==> src/counter_array_defines.svh <==
// Register offsets, field positions, reset values and timing counts for the counter array.
`ifndef COUNTER_ARRAY_DEFINES_SVH
`define COUNTER_ARRAY_DEFINES_SVH
`define CTRL_ADDR 8'hd8
`define MODE_ADDR 8'hd9
`define CTRL_OVF_BIT 7
`define CTRL_RUN_BIT 6
`define MODE_IDLE_BIT 7
`define MODE_WDE_BIT 6
`define MODE_LOCK_BIT 5
`define MODE_TB_LSB 1
`define MODE_OIE_BIT 0
`define CTRL_RESET 8'h00
`define MODE_RESET 8'h40
`define DIV12_COUNT 4'hb
`define DIV4_COUNT 4'h3
`define EXT_DIV_COUNT 3'h7
`endif

==> src/counter_array_pkg.sv <==
// Types shared by the counter array control logic.
package counter_array_pkg;
    typedef enum logic [2:0] {
        TB_DIV12 = 3'h0,
        TB_DIV4 = 3'h1,
        TB_T0OVF = 3'h2,
        TB_EXTIN = 3'h3,
        TB_SYSCLK = 3'h4,
        TB_EXTDIV8 = 3'h5
    } timebase_t;
    typedef struct packed {
        logic wr;
        logic rd;
        logic [7:0] addr;
        logic [7:0] wdata;
    } sfr_req_t;
endpackage

==> src/counter_array_control_mode.sv <==
// Control and mode registers, timebase selection and counter for the counter array.
`timescale 1ns/1ps
`include "counter_array_defines.svh"

// Functional notes
// - Overflow flag sets when the counter wraps from 0xFFFF to 0x0000.
// - Overflow flag requests the shared interrupt only while its enable is 1.
// - All four flags stay set until software writes zero to them.
// - Run bit stops the counter at 0 unless watchdog is enabled, and lets it tick at 1.
// - Control bits 5 to 3 read zero and ignore writes.
// - Module event strobes set control bits 2, 1 and 0.
// - A module flag with its enable set requests the shared interrupt.
// - Idle suspend bit halts dividers, event flags and counting while the CPU idles.
// - Watchdog enable hands module 2 over as watchdog; zero disables it.
// - After lock is written, clearing watchdog enable is ignored until reset.
// - Mode bit 4 reads zero and ignores writes.
// - Timebase codes pick clock/12, clock/4, timer 0 overflow or clock.
// - Code 011 counts falling external edges; source at most clock/4.
// - Code 101 ticks every eight external clocks, resynchronised.
// - While watchdog enabled, other mode bits ignore writes.
// - Mode register resets with only watchdog enable set.
// - Watchdog enabled forces the counter to run.
// - Writing one to module 2 flag with watchdog on forces reset.
module counter_array_control_mode (
    input wire logic clock,
    input wire logic rst,
    input wire counter_array_pkg::sfr_req_t sfr_req,
    output logic [7:0] sfr_rdata,
    input wire logic cpu_idle,
    input wire logic timer0_overflow,
    input wire logic external_count_input,
    input wire logic ext_osc_clk,
    input wire logic [2:0] module_event,
    input wire logic [2:0] module_irq_enable,
    output logic irq,
    output logic [15:0] count,
    output logic overflow_strobe,
    output logic tick,
    output logic watchdog_enable,
    output logic watchdog_force_reset
);
    logic [7:0] ctrl_q;
    logic [7:0] mode_q;
    logic [15:0] count_q;
    logic [3:0] div12_q;
    logic [1:0] div4_q;
    logic [2:0] eci_q;
    logic [2:0] xosc_q;
    logic [2:0] xdiv_q;
    logic tick_q;
    logic ovf_q;
    logic irq_q;
    logic wdr_q;
    logic [7:0] rdata_q;
    logic ctrl_wr;
    logic mode_wr;
    logic wde;
    logic active;
    logic run;
    logic tick_d;
    logic wrap;
    logic [2:0] tb_sel;

    assign ctrl_wr = sfr_req.wr && sfr_req.addr == `CTRL_ADDR;
    assign mode_wr = sfr_req.wr && sfr_req.addr == `MODE_ADDR;
    assign wde = mode_q[`MODE_WDE_BIT];
    assign tb_sel = mode_q[`MODE_TB_LSB +: 3];
    // Idle suspension freezes dividers and counting, but not input sampling.
    assign active = !(cpu_idle && mode_q[`MODE_IDLE_BIT]);
    assign run = ctrl_q[`CTRL_RUN_BIT] || wde;
    assign wrap = run && tick_d && count_q == 16'hffff;

    // Prescalers run whenever not suspended, so the select can change freely.
    always_ff @(posedge clock or posedge rst) begin
        if (rst) begin
            div12_q <= 4'h0;
            div4_q <= 2'h0;
        end else if (active) begin
            div12_q <= (div12_q == `DIV12_COUNT) ? 4'h0 : div12_q + 4'h1;
            div4_q <= div4_q + 2'h1;
        end
    end

    // External edges: eci_q[0] is the first sampling stage, the rest detect the edge.
    always_ff @(posedge clock or posedge rst) begin
        if (rst) begin
            eci_q <= 3'h7;
        end else begin
            eci_q <= {eci_q[1:0], external_count_input};
        end
    end

    // The external oscillator is oversampled; it must be well below the system clock.
    always_ff @(posedge clock or posedge rst) begin
        if (rst) begin
            xosc_q <= 3'h0;
            xdiv_q <= 3'h0;
        end else begin
            xosc_q <= {xosc_q[1:0], ext_osc_clk};
            if (active && xosc_q[1] && !xosc_q[2]) begin
                xdiv_q <= xdiv_q + 3'h1;
            end
        end
    end

    always_comb begin
        case (tb_sel)
            counter_array_pkg::TB_DIV12: tick_d = div12_q == `DIV12_COUNT;
            counter_array_pkg::TB_DIV4: tick_d = div4_q == `DIV4_COUNT;
            counter_array_pkg::TB_T0OVF: tick_d = timer0_overflow;
            counter_array_pkg::TB_EXTIN: tick_d = eci_q[2] && !eci_q[1];
            counter_array_pkg::TB_SYSCLK: tick_d = 1'b1;
            counter_array_pkg::TB_EXTDIV8: tick_d = xosc_q[1] && !xosc_q[2]
                && xdiv_q == `EXT_DIV_COUNT;
            default: tick_d = 1'b0;
        endcase
        tick_d = tick_d && active;
    end

    always_ff @(posedge clock or posedge rst) begin
        if (rst) begin
            count_q <= 16'h0000;
            ovf_q <= 1'b0;
            tick_q <= 1'b0;
        end else begin
            tick_q <= run && tick_d;
            ovf_q <= wrap;
            if (run && tick_d) begin
                count_q <= count_q + 16'h0001;
            end
        end
    end

    // Hardware set beats a software clear in the same cycle.
    always_ff @(posedge clock or posedge rst) begin
        if (rst) begin
            ctrl_q <= `CTRL_RESET;
        end else begin
            if (ctrl_wr) begin
                ctrl_q <= sfr_req.wdata & 8'hc7;
            end
            if (wrap) begin
                ctrl_q[`CTRL_OVF_BIT] <= 1'b1;
            end
            for (int i = 0; i < 3; i++) begin
                if (module_event[i] && active) begin
                    ctrl_q[i] <= 1'b1;
                end
            end
        end
    end

    always_ff @(posedge clock or posedge rst) begin
        if (rst) begin
            mode_q <= `MODE_RESET;
        end else if (mode_wr) begin
            if (!wde) begin
                mode_q <= sfr_req.wdata & 8'hef;
                // Setting the lock enables the watchdog in the same edge, so a write
                // that follows at once cannot clear the lock before it takes hold.
                mode_q[`MODE_WDE_BIT] <= sfr_req.wdata[`MODE_WDE_BIT]
                    | sfr_req.wdata[`MODE_LOCK_BIT];
            end else begin
                // Only the enable and lock bits stay writable while guarding.
                mode_q[`MODE_LOCK_BIT] <= mode_q[`MODE_LOCK_BIT]
                    | sfr_req.wdata[`MODE_LOCK_BIT];
                mode_q[`MODE_WDE_BIT] <= sfr_req.wdata[`MODE_WDE_BIT]
                    | mode_q[`MODE_LOCK_BIT] | sfr_req.wdata[`MODE_LOCK_BIT];
            end
        end else if (mode_q[`MODE_LOCK_BIT]) begin
            mode_q[`MODE_WDE_BIT] <= 1'b1;
        end
    end

    always_ff @(posedge clock or posedge rst) begin
        if (rst) begin
            irq_q <= 1'b0;
            wdr_q <= 1'b0;
            rdata_q <= 8'h00;
        end else begin
            irq_q <= (ctrl_q[`CTRL_OVF_BIT] && mode_q[`MODE_OIE_BIT])
                || |(ctrl_q[2:0] & module_irq_enable);
            wdr_q <= ctrl_wr && wde && sfr_req.wdata[2];
            if (sfr_req.addr == `CTRL_ADDR) begin
                rdata_q <= ctrl_q & 8'hc7;
            end else if (sfr_req.addr == `MODE_ADDR) begin
                rdata_q <= mode_q & 8'hef;
            end else begin
                rdata_q <= 8'h00;
            end
        end
    end

    assign sfr_rdata = rdata_q;
    assign irq = irq_q;
    assign count = count_q;
    assign overflow_strobe = ovf_q;
    assign tick = tick_q;
    assign watchdog_enable = wde;
    assign watchdog_force_reset = wdr_q;
endmodule

==> config.mk <==
export PLATFORM = sky130hd
export DESIGN_NAME = counter_array_control_mode
export DESIGN_NICKNAME = d
export VERILOG_FILES = /design/src/counter_array_pkg.sv /design/src/counter_array_control_mode.sv
export VERILOG_INCLUDE_DIRS = /design/src
export SDC_FILE = /design/constraint.sdc
export NUM_CORES = 1
export LEC_CHECK = 0
export ABC_AREA = 1
export BUFFER_PORTS_ARGS = -buffer_cell sky130_fd_sc_hd__buf_2
export CORE_MARGIN = 5
export CORE_UTILIZATION = 50
export CTS_BUF_LIST = sky130_fd_sc_hd__clkbuf_2 sky130_fd_sc_hd__clkbuf_4 sky130_fd_sc_hd__clkbuf_8
export DETAILED_ROUTE_END_ITERATION = 8
export MAX_ROUTING_LAYER = met4
export PLACE_DENSITY_LB_ADDON = 0.25
export SLEW_MARGIN = 10
export SYNTH_ARGS = -nofsm -noshare
export SYNTH_HDL_FRONTEND = slang
export SYNTH_SLANG_ARGS = --single-unit
==> constraint.sdc <==
create_clock -name clock -period 1.5 [get_ports clock]
set_input_delay 0.225 -clock clock [delete_from_list [all_inputs] [get_ports clock]]
set_output_delay 0.225 -clock clock [all_outputs]
set_load 0.05 [all_outputs]
Word-level counts from Yosys, hierarchy flattened
Cells that the tools add are included.
{"block": "totals", "wordCells": 82, "mem_count": 0, "latchBits": 0, "output_inout_bits": 29, "reg_bits": 55, "mem_bits_ro": 0, "input_bits": 30, "ramBits": 0}
{"block": "classes", "mul": 0, "mux": 12, "n_shift": 0, "order_cmp": 0, "eq_ne": 11, "div_mod_pow": 0, "n_addsub": 4, "n_bitwise": 6, "n_reduce_logical": 30}
{"operator": "8-bit 2-to-1 mux", "n": 3}
{"operator": "1-bit logical AND", "n": 17}
{"operator": "16-bit by 1-bit adder with 16-bit output (second input constant)", "n": 1}
{"operator": "16-bit == test (second input constant)", "n": 1}
{"operator": "8-bit == test (second input constant)", "n": 2}
{"operator": "2-bit nonzero test", "n": 5}
{"operator": "3-bit == test (second input constant)", "n": 3}
{"operator": "3-bit by 2-bit == test with 1-bit output (second input constant)", "n": 2}
{"operator": "1-bit 2-to-1 mux", "n": 6}
{"operator": "1-bit case mux with 6 select lines", "n": 1}
{"operator": "4-bit by 1-bit adder with 4-bit output (second input constant)", "n": 1}
{"operator": "4-bit == test (second input constant)", "n": 1}
{"operator": "4-bit 2-to-1 mux", "n": 1}
{"operator": "1-bit OR", "n": 4}
{"operator": "3-bit by 1-bit adder with 3-bit output (second input constant)", "n": 1}
{"operator": "3-bit AND", "n": 1}
{"operator": "3-bit by 1-bit == test with 1-bit output (second input constant)", "n": 1}
{"operator": "1-bit zero test", "n": 3}
{"operator": "3-bit zero test", "n": 1}
{"operator": "3-bit OR reduction", "n": 1}
{"operator": "2-bit by 1-bit adder with 2-bit output (second input constant)", "n": 1}
{"operator": "2-bit == test (second input constant)", "n": 1}
{"operator": "1-bit logical OR", "n": 2}
{"operator": "2-bit 2-to-1 mux", "n": 1}
{"operator": "2 further kinds", "n": 2}

Logic depth before layout (Yosys ltp)
Gate-level depths: netlist (run 1).
{"block": "logic_depth", "ltp_word": 8, "mapped_depth": 10, "depth_no_buf": 9}

Worst setup path after synthesis (run 1)
Ideal clock, no wire load.
{"block": "synth_timing", "kind": "reg-to-reg", "start": "register count_q[0] (netlist: count[0])", "end": "register count_q[10] (netlist: count[10])", "t_arrival_ns": 1.661, "n_path_buf": 0, "synth_period_minus_slack_ns": 1.780, "required_ns": 1.381, "path_stages_with_launch": 8, "setup_ns": 0.119, "slack_ns": -0.280, "path_cell_list": "dfrtp_1 > ha_1 > nand2_1 > nor2_1 > nand3b_1 > xnor2_1 > nand3_1 > nand2_1"}
{"block": "synth_between", "elab_chain_len": 1}
{"element": "from (decl)", "line": "counter_array_control_mode.sv:44", "source": "logic [15:0] count_q;"}
{"element": "from (signal assigned)", "line": "counter_array_control_mode.sv:129", "source": "count_q <= count_q + 16'h0001;"}
{"element": "16-bit by 1-bit adder with 16-bit output", "line": "counter_array_control_mode.sv:129"}
No other way between the ends.
A chain may end at the register's enable or synchronous reset.

Worst setup path in the final report (run 1)
{"block": "layout_timing", "start": "register xdiv_q[0]", "end": "register count_q[1] (netlist: count[1])"}
{"block": "layout_between", "elab_chain_len": 5}
{"element": "from (decl)", "line": "counter_array_control_mode.sv:49", "source": "logic [2:0] xdiv_q;"}
{"element": "from (signal assigned)", "line": "counter_array_control_mode.sv:101", "source": "xdiv_q <= xdiv_q + 3'h1;"}
{"element": "3-bit == test (no line)"}
{"element": "1-bit logical AND (no line)"}
{"element": "1-bit case mux with 6 select lines", "line": "counter_array_control_mode.sv:107", "source": "case (tb_sel)"}
{"element": "1-bit logical AND", "line": "counter_array_control_mode.sv:117", "source": "tick_d = tick_d && active;"}
{"element": "1-bit logical AND", "line": "counter_array_control_mode.sv:128", "source": "if (run && tick_d) begin"}
No other way between the ends.

==> results of run 1 <==
worst max-delay path by stage:
stage	start	depth (start not counted)	slack, ps	endpoint
2_1_floorplan	xdiv_q[0]$_DFFE_PP0P_	10	-70	count[8]$_DFFE_PP0P_
4_1_cts	xdiv_q[0]$_DFFE_PP0P_	9	-70	count[1]$_DFFE_PP0P_
3_3_place_gp	xdiv_q[0]$_DFFE_PP0P_	9	-60	count[9]$_DFFE_PP0P_
6_report	xdiv_q[0]$_DFFE_PP0P_	9	-30	count[1]$_DFFE_PP0P_
3_5_place_dp	xdiv_q[0]$_DFFE_PP0P_	9	-120	count[9]$_DFFE_PP0P_
5_1_grt	xdiv_q[0]$_DFFE_PP0P_	9	-140	count[1]$_DFFE_PP0P_
what timing repair did:
action	in CTS	in global routing
buffers inserted	1	1
hold buffers	1	1
pin swaps	0	2
gates resized for setup	1	9
hold endpoints to repair	16	1
setup endpoints to repair	18	19
through the flow:
stage,hold slack [ps],cell area (um2)
after detailed placement,250.8,3098
after CTS,3.773,3214
after floorplan,229.5,2681
after global routing,0.9643,3267
final,24.01,3267
after global placement,249.8,3098
kinds of logic after synthesis:
kind of cell / count (synthesis)
AND/OR/NAND/NOR: 185
other: 1
flip-flops: 54
buffers and inverters: 37
adder cells (fa/ha/maj): 5
XOR/XNOR: 11
multiplexers: 2
AO/OA/AOI/OAI: 21
layout by cell type (no fill, tap or decap), drive strengths merged:
cell type    count
nand2          104
buf             69
dfrtp           50
nand3           36
inv             30
nor2            29
o21ai           12
nand4            8
clkbuf           7
xor2             6
nor3             6
xnor2            5
a21oi            5
ha               5
dfstp            4
o211ai           2
nand3b           2
mux2             2
dlygate4sd3      2
o22ai            1
clkinvlp         1
o21bai           1
conb             1
clkinv           1
metal layers:
metal  track usage, %  up-vias  share of wire [%]
li1                 -     1152                  -
met1            22.63     1062                 45
met2            30.13       69                 46
met3            4.664        9                7.0
met4            6.478        0                1.6
met5                -        -                  0
cell type report:
class / count / area, um2 / area share [%]
clock buffer: 7 / 90.09 / 2.758
clock inverter: 1 / 5.005 / 0.1532
inverter: 31 / 120.1 / 3.677
multi-input combinational: 225 / 1179 / 36.08
sequential: 54 / 1365 / 41.78
tap: 70 / 87.58 / 2.681
timing repair buffer: 71 / 420.4 / 12.87
power groups by stage:
| stage | Clock [W] | Combinational [W] | Sequential (W) |
|---|---|---|---|
| 3_5_place_dp | 0 | 0.000741 | 0.00176 |
| 5_1_grt | 0.000938 | 0.000819 | 0.00176 |
| 3_3_place_gp | 0 | 0.000706 | 0.00174 |
| 2_1_floorplan | 0 | 0.000350 | 0.00190 |
| 6_report | 0.000840 | 0.000744 | 0.00173 |
| 4_1_cts | 0.000863 | 0.000748 | 0.00173 |
state kept, by name, indices dropped and copies added, names as in the netlist:
| register | cells |
|---|---|
| count | 16 |
| tick | 1 |
| mode_q | 7 |
| eci_q | 3 |
| xosc_q | 3 |
| watchdog_force_reset | 1 |
| irq | 1 |
| sfr_rdata | 7 |
| xdiv_q | 3 |
| div4_q | 2 |
| ctrl_q | 5 |
| div12_q | 4 |
| overflow_strobe | 1 |
worst max-delay path, delay by kind of cell (launching register included):
| kind | cells | cell delay (ps) |
|---|---|---|
| flops | 1 | 400 |
| fa+ha+maj | 2 | 350 |
| buf+inv | 1 | 180 |
| simple gates | 6 | 490 |
==> run summary, run 1 <==
The flow ran to the end, but the final reports show violations. The checks that failed: setup timing. The final weighted congestion in routability-driven placement was 0.9019; the proportion of total power due to net switching was 31.04%. The commonest cells after synthesis are nand2_1, dfrtp_1, nand3_1. Kind of start point of the critical path: a flip-flop. After synthesis, flip-flops and latches occupy 51.67% of the total area. After the last flow step, the layout net total stands at 423.

The least setup slack across all paths after layout came out at -30.16 ps. The via density per instance works out to 4.993. After Yosys synthesis, and, or, nand and nor cells account for 30.65% of the synthesized area.

For this run, the share of the core covered by cells in the final layout is 63.96%. In the routed design, unresolved DRC markers number 0. The number of antenna diodes in the final layout is 0.

For this design the ratio of total power to cell area is 1015 mW/mm2. Total via count in the routed design: 2292. Kind of critical path: reg -> reg. The internal power summed over all cells was 0.002287 W. In this run the most critical hold path is launched from ext_osc_clk. The final routed wire length divided by cell count was 12.59 um; the setup clock skew after layout was 10.34 ps.

Detailed placement finished with a half-perimeter wire length of 4320 um. The maximum number of pins on one net before global-route repair is 25, and the share of synthesized flip-flops with an asynchronous set or reset is 100.0%. The number of clock buffers added by TritonCTS is 5. End point of the most critical hold path: xosc_q[0]$_DFF_PP0_. The number of DRC violations after detailed-routing iteration 0 was 91; the starting density of the core was 51.40%. The deepest clock path buffer count was 2. Top flip-flop cell by instance count after synthesis: dfrtp_1. The initialized floorplan defines 26 standard-cell rows. The mean instance size in the synthesized netlist was 8.307 um2; the number of synthesized flops with an enable pin was 0. The CTS sink count came out at 54.

The share of total power dissipated in combinational logic is 22.4%. The finished layout holds 459 standard cells, fillers aside. For this design the total switching power over the nets is 0.001029 W.

Walking the worst path, the cells encountered are ha_2, ha_4, nand3_2, nor2_2, nor2_2, nand3_4, buf_8, nand3_1, nand2_1. The cell that appears most often on the critical path is nor2_2. For this run, the slowest stage of the critical path takes 400 ps.

The depth of the most critical reg-to-reg path is 9. At the worst endpoint, the arrival time is 1730 ps. The number of hold violations in the final report is 0. Summed over its instances, the top area cell type makes up 47.66% of the synthesized netlist area.

The number of instances on the worst hold path came out at 1. Global routing used 18.59% of the available tracks across all layers. The number of cells produced by synthesis is 316. For the static power due to leakage, the log shows 1.658 nW. The vertical die dimension is 82.46 um.

The die outline area came out at 0.006799 mm2. The run gives 15 as the number of failing setup endpoints in the final timing report. For the remaining global-route overflow, the log shows 0. The worst setup path is captured at a flip-flop. Adding up every negative setup slack in the final design gives -260.7 ps. The cell area after technology mapping was 0.002625 mm2; the share of post-route cells with drive strength above 1 was 28.02%. Of the total synthesized cell area, the portion taken by XOR and XNOR cells is 3.670%. Before antenna repair, the detailed router went through 5 iterations.

The tools report the top-level port count as 59. Along the worst path, the maximum fanout reaches 12. The tools report the number of cells in the design after placement as 447. Among all cell types in the netlist, the one instantiated most often is nand2_1.

The tools report the final count of pins violating max slew as 0. TritonCTS built the clock tree. Max-cap violations in this run came to 0. Compared with the post-synthesis result, the final layout area differs by 24.45%.

The clock transition at the registers of the reported paths is 80 ps. Clock tree synthesis selected as its root buffer the cell clkbuf_8. The clock network is responsible for 25.3% of the overall power. Once detail routing completed, the nets flagged for antenna violations numbered 0. The total area inside the core boundary comes to 0.005107 mm2.

Number of library cell types mapped by synthesis: 27. The dominant combinational cell family by area after synthesis was simple AND/OR/NAND/NOR gates. Across the VDD grid, the largest voltage drop is 0.6236 mV. The number of nets in the synthesized netlist is 351. Minimum clock period after layout: 1530 ps. Setup repair after global routing could not meet its margin everywhere.

The wire length of the first global-routing pass is 9301 um, and the area fraction in compound gates after synthesis is 4.480%. After synthesis, the cell types taking the most area are dfrtp_1, nand2_1, nand3_1, inv_1, dfstp_2. The worst hold path belongs to the class in -> reg.

During synthesis, Yosys emitted a total of 0 warnings. The die is 82.46 um wide. Summing the areas of all fa, ha and maj instances in the mapped netlist gives 2.383% of the synthesized area. The number of buffers inserted by port buffering works out to 55. Wires add up to 5781 um. Multiplexer cells account for 0.8580% of the synthesized area. The run gives -118.6 ps as the worst-case setup slack after placement. Worst flop-to-flop path endpoint: count[1]$_DFFE_PP0P_. The initial antenna violation count came out at 0. Sequential cell fraction of total power: 52.2%.

The tools report the via count of the first global-routing pass as 2118. Static timing analysis puts the maximum clock frequency at 0.6535 GHz. The worst path uses 102.0% of the clock period.

Power comes to 0.003316 W. The worst-case register-to-register setup slack is -30 ps. The tools report the clock network latency to the later pin of the worst-skew pair as 310 ps. The leading area contributor after synthesis is dfrtp_1. The filler cells instantiated in the layout total 440. The tools report the origin of the critical flop-to-flop path as xdiv_q[0]$_DFFE_PP0P_.

In this run, synthesis produced a sequential element count of 54. The required time at the endpoint of the critical path came out at 1700 ps. The clock tree synthesis step divided the H-tree into 2 levels. On the critical path, the stage with the largest delay is an instance of dfrtp_1.
No activity file was read; power rests on OpenSTA's default activity.
==> run 2, diff against run 1 <==
- CORE_MARGIN: 5 -> 10
- CORE_UTILIZATION: 50 -> 25
==> run 2 against run 1 <==
Critical path type unchanged. Final area up 3.9%. Largest power group unchanged. The run still ends with setup timing left. Worst hold slack about the same. Final cell count grew 15%.
==> run summary, run 2 (same netlist as run 1, synthesis figures left out) <==
The run finished, with violations left. The checks that failed: setup timing. The run gives -80 ps as the worst-case register-to-register setup slack. With fillers left out, the area of the finished cells amounts to 0.003396 mm2.

Setup repair after global routing could not meet its margin everywhere. For this run, the post-layout net count is 424. For the arrival time reported for the critical path endpoint, the log shows 1770 ps. After clock tree synthesis, the clock-pin slew on the worst setup and hold paths is 100 ps. The vertical die dimension is 122.5 um, and the number of failing setup endpoints in the final timing report is 17. The top achievable clock speed came out at 0.6322 GHz. The worst setup path is launched from a flip-flop.

The worst path buffer plus inverter count is 1, and the final routed wire length divided by cell count is 12.90 um. The worst hold-check path type is in -> reg. The count of nets left with antenna violations once routing finished came out at 0.

The wire-length estimate of the detail-placed layout is 5153 um. Once layout is complete, the utilization of the core stands at 33.04%. The repair_antennas step left the layout with diodes totalling 0. The worst stage delay on the critical path was 390 ps. The cell that appears most often on the critical path is nor2_2. For the number of fill cells, the log shows 1122. In the routed layout, each cell is associated on average with a via count of 4.278. TritonCTS built the clock tree.

Port buffering added 55 buffers. The total detailed-routing wirelength was 6787 um; the post-placement cell area was 0.003216 mm2. The total overflow left after global routing is 0. For this design, the sink count on the clock tree is 54. Counting along the longest clock path gives a buffer depth of 2. Clock tree synthesis inserted a total of 5 buffers.

The static power due to leakage is 1.664 nW. The logs give 0.8111 for the final weighted congestion in routability-driven placement and 4 for the first-pass detailed-route iteration total. For the total number of H-tree levels, the log shows 2. The register with the most flip-flops in the layout has 16 of them. On the critical path the largest part of the delay comes from simple AND/OR/NAND/NOR gates. For the global routing usage summed across all routing layers, the log shows 9.443%. The critical path is of the reg -> reg type. Final count of pins violating max slew: 0. The number of DRC violations after detailed-routing iteration 0 is 95, and the initial antenna violation count is 0. The die is 122.5 um wide. The tools report the via count of the first global-routing pass as 2350.

Top-level port count: 59. The leading cell type in the layout, fill and taps excluded was nand2_1. For this configuration, the core starts out at a cell density of 25.54%.

The critical-path cell with the highest stage delay is dfrtp_1. The top cell types in the final layout, fill and taps aside, are nand2_1, buf_2, dfrtp_1, inv_1, nand3_1. The critical-path maximum fanout works out to 8. The logs give 300 ps for the clock network latency to the later pin of the worst-skew pair and 0.5698 mV for the maximum ir drop on the vdd rail. The detailed router placed 2250 vias in this run. Row generation in the floorplan step produced 37 rows. The layout overhead on the synthesized area was 29.36%.

The floorplan step defined a die boundary enclosing 0.01500 mm2. For the sequential standard cell area, the log shows 0.001365 mm2. For the least setup slack across all paths after layout, the log shows -81.69 ps. The share of post-route cells with drive strength above 1 was 29.74%. After detailed routing, the number of remaining DRC violations is 0.

The tree is rooted in a clkbuf_8. The logs give 0 for the reported max-cap violation count and 0 for the number of hold violations in the final report. The required time at the endpoint of the critical path is 1690 ps, and the number of standard cells in the final layout excluding fillers is 526.

The first global-routing pass estimated 11320 um of wire. The total area inside the core boundary comes to 0.01028 mm2. Prior to clock tree synthesis, the placed netlist has a worst setup slack of -69.41 ps. The critical path goes through ha_2, ha_4, nand3_2, nor2_2, nor2_2, nand3_4, buf_6, nand4_1, nand2_1. Nature of the critical path endpoint: a flip-flop. Entering global routing, the biggest net connects 26 pins. The smallest clock period supported by the final layout is computed as 1582 ps. Between clock sinks in the finished design, the worst skew comes to 7.318 ps. Hold is met by 24.38 ps. The power per standard cell area came out at 997.3 mW/mm2. The combined area of the multi-input logic cells was 0.001209 mm2. Of the available clock period, the critical path in the final layout requires 105.4%. The number of cells in the design after placement was 516.
run 2: layout make-up:
| class | instances | area share [%] |
|---|---|---|
| clock buffers | 8 | 2.690 |
| well taps | 136 | 5.011 |
| repair buffers | 72 | 12.97 |
| inverters | 31 | 3.537 |
| multi-input cells | 225 | 35.59 |
| flip-flops and latches | 54 | 40.20 |
run 2: stage by stage:
step                      total power (W)  TNS, ps
after floorplan                  0.002248   -522.1
after global placement           0.002514   -667.4
after detailed placement         0.002549    -1081
final                            0.003387   -982.6
after CTS                        0.003418    -1371
after global routing             0.003614    -2414
run 2: power by group:
group | switching, W | internal (W)
Sequential | 0.000103 | 0.00160
Combinational | 0.000501 | 0.000333
Clock | 0.000459 | 0.000388
Total | 0.00106 | 0.00232
run 2: path summary, 6_finish.rpt:
kind                                  startpoint                    end  cells past startpoint
min in group asynchronous                    rst         tick$_DFF_PP0_                      3
min reg2reg                  xosc_q[0]$_DFF_PP0_    xosc_q[1]$_DFF_PP0_                      0
max in group asynchronous                    rst     eci_q[2]$_DFF_PP1_                      4
max                        xdiv_q[0]$_DFFE_PP0P_  ctrl_q[7]$_DFFE_PP0P_                      9
max reg2reg                xdiv_q[0]$_DFFE_PP0P_  ctrl_q[7]$_DFFE_PP0P_                      9
min                                  ext_osc_clk    xosc_q[0]$_DFF_PP0_                      1
run 2: layer usage:
| layer | up-vias | wire, um | share of wire [%] | GRT usage [%] |
|---|---|---|---|---|
| li1 | 1161 | - | - | - |
| met1 | 1033 | 3365 | 50 | 12.08 |
| met2 | 50 | 2972 | 44 | 14.57 |
| met3 | 6 | 369 | 5.4 | 2.388 |
| met4 | 0 | 79 | 1.2 | 2.504 |
| met5 | - | 0 | 0 | - |
run 2: worst register-to-register path, cell delays in order (launching register included):
cell	delay, ps
dfrtp_1	390
ha_2	200
ha_4	150
nand3_2	70
nor2_2	50
nor2_2	140
nand3_4	160
buf_6	190
nand4_1	80
nand2_1	50
run 2: what timing repair did:
action,in CTS,in global routing
setup buffers,0,0
hold buffers,2,0
endpoints found under the hold margin,12,0
resized for setup,0,17
pin swaps,1,2
gates cloned,0,0
setup endpoints to repair,19,19
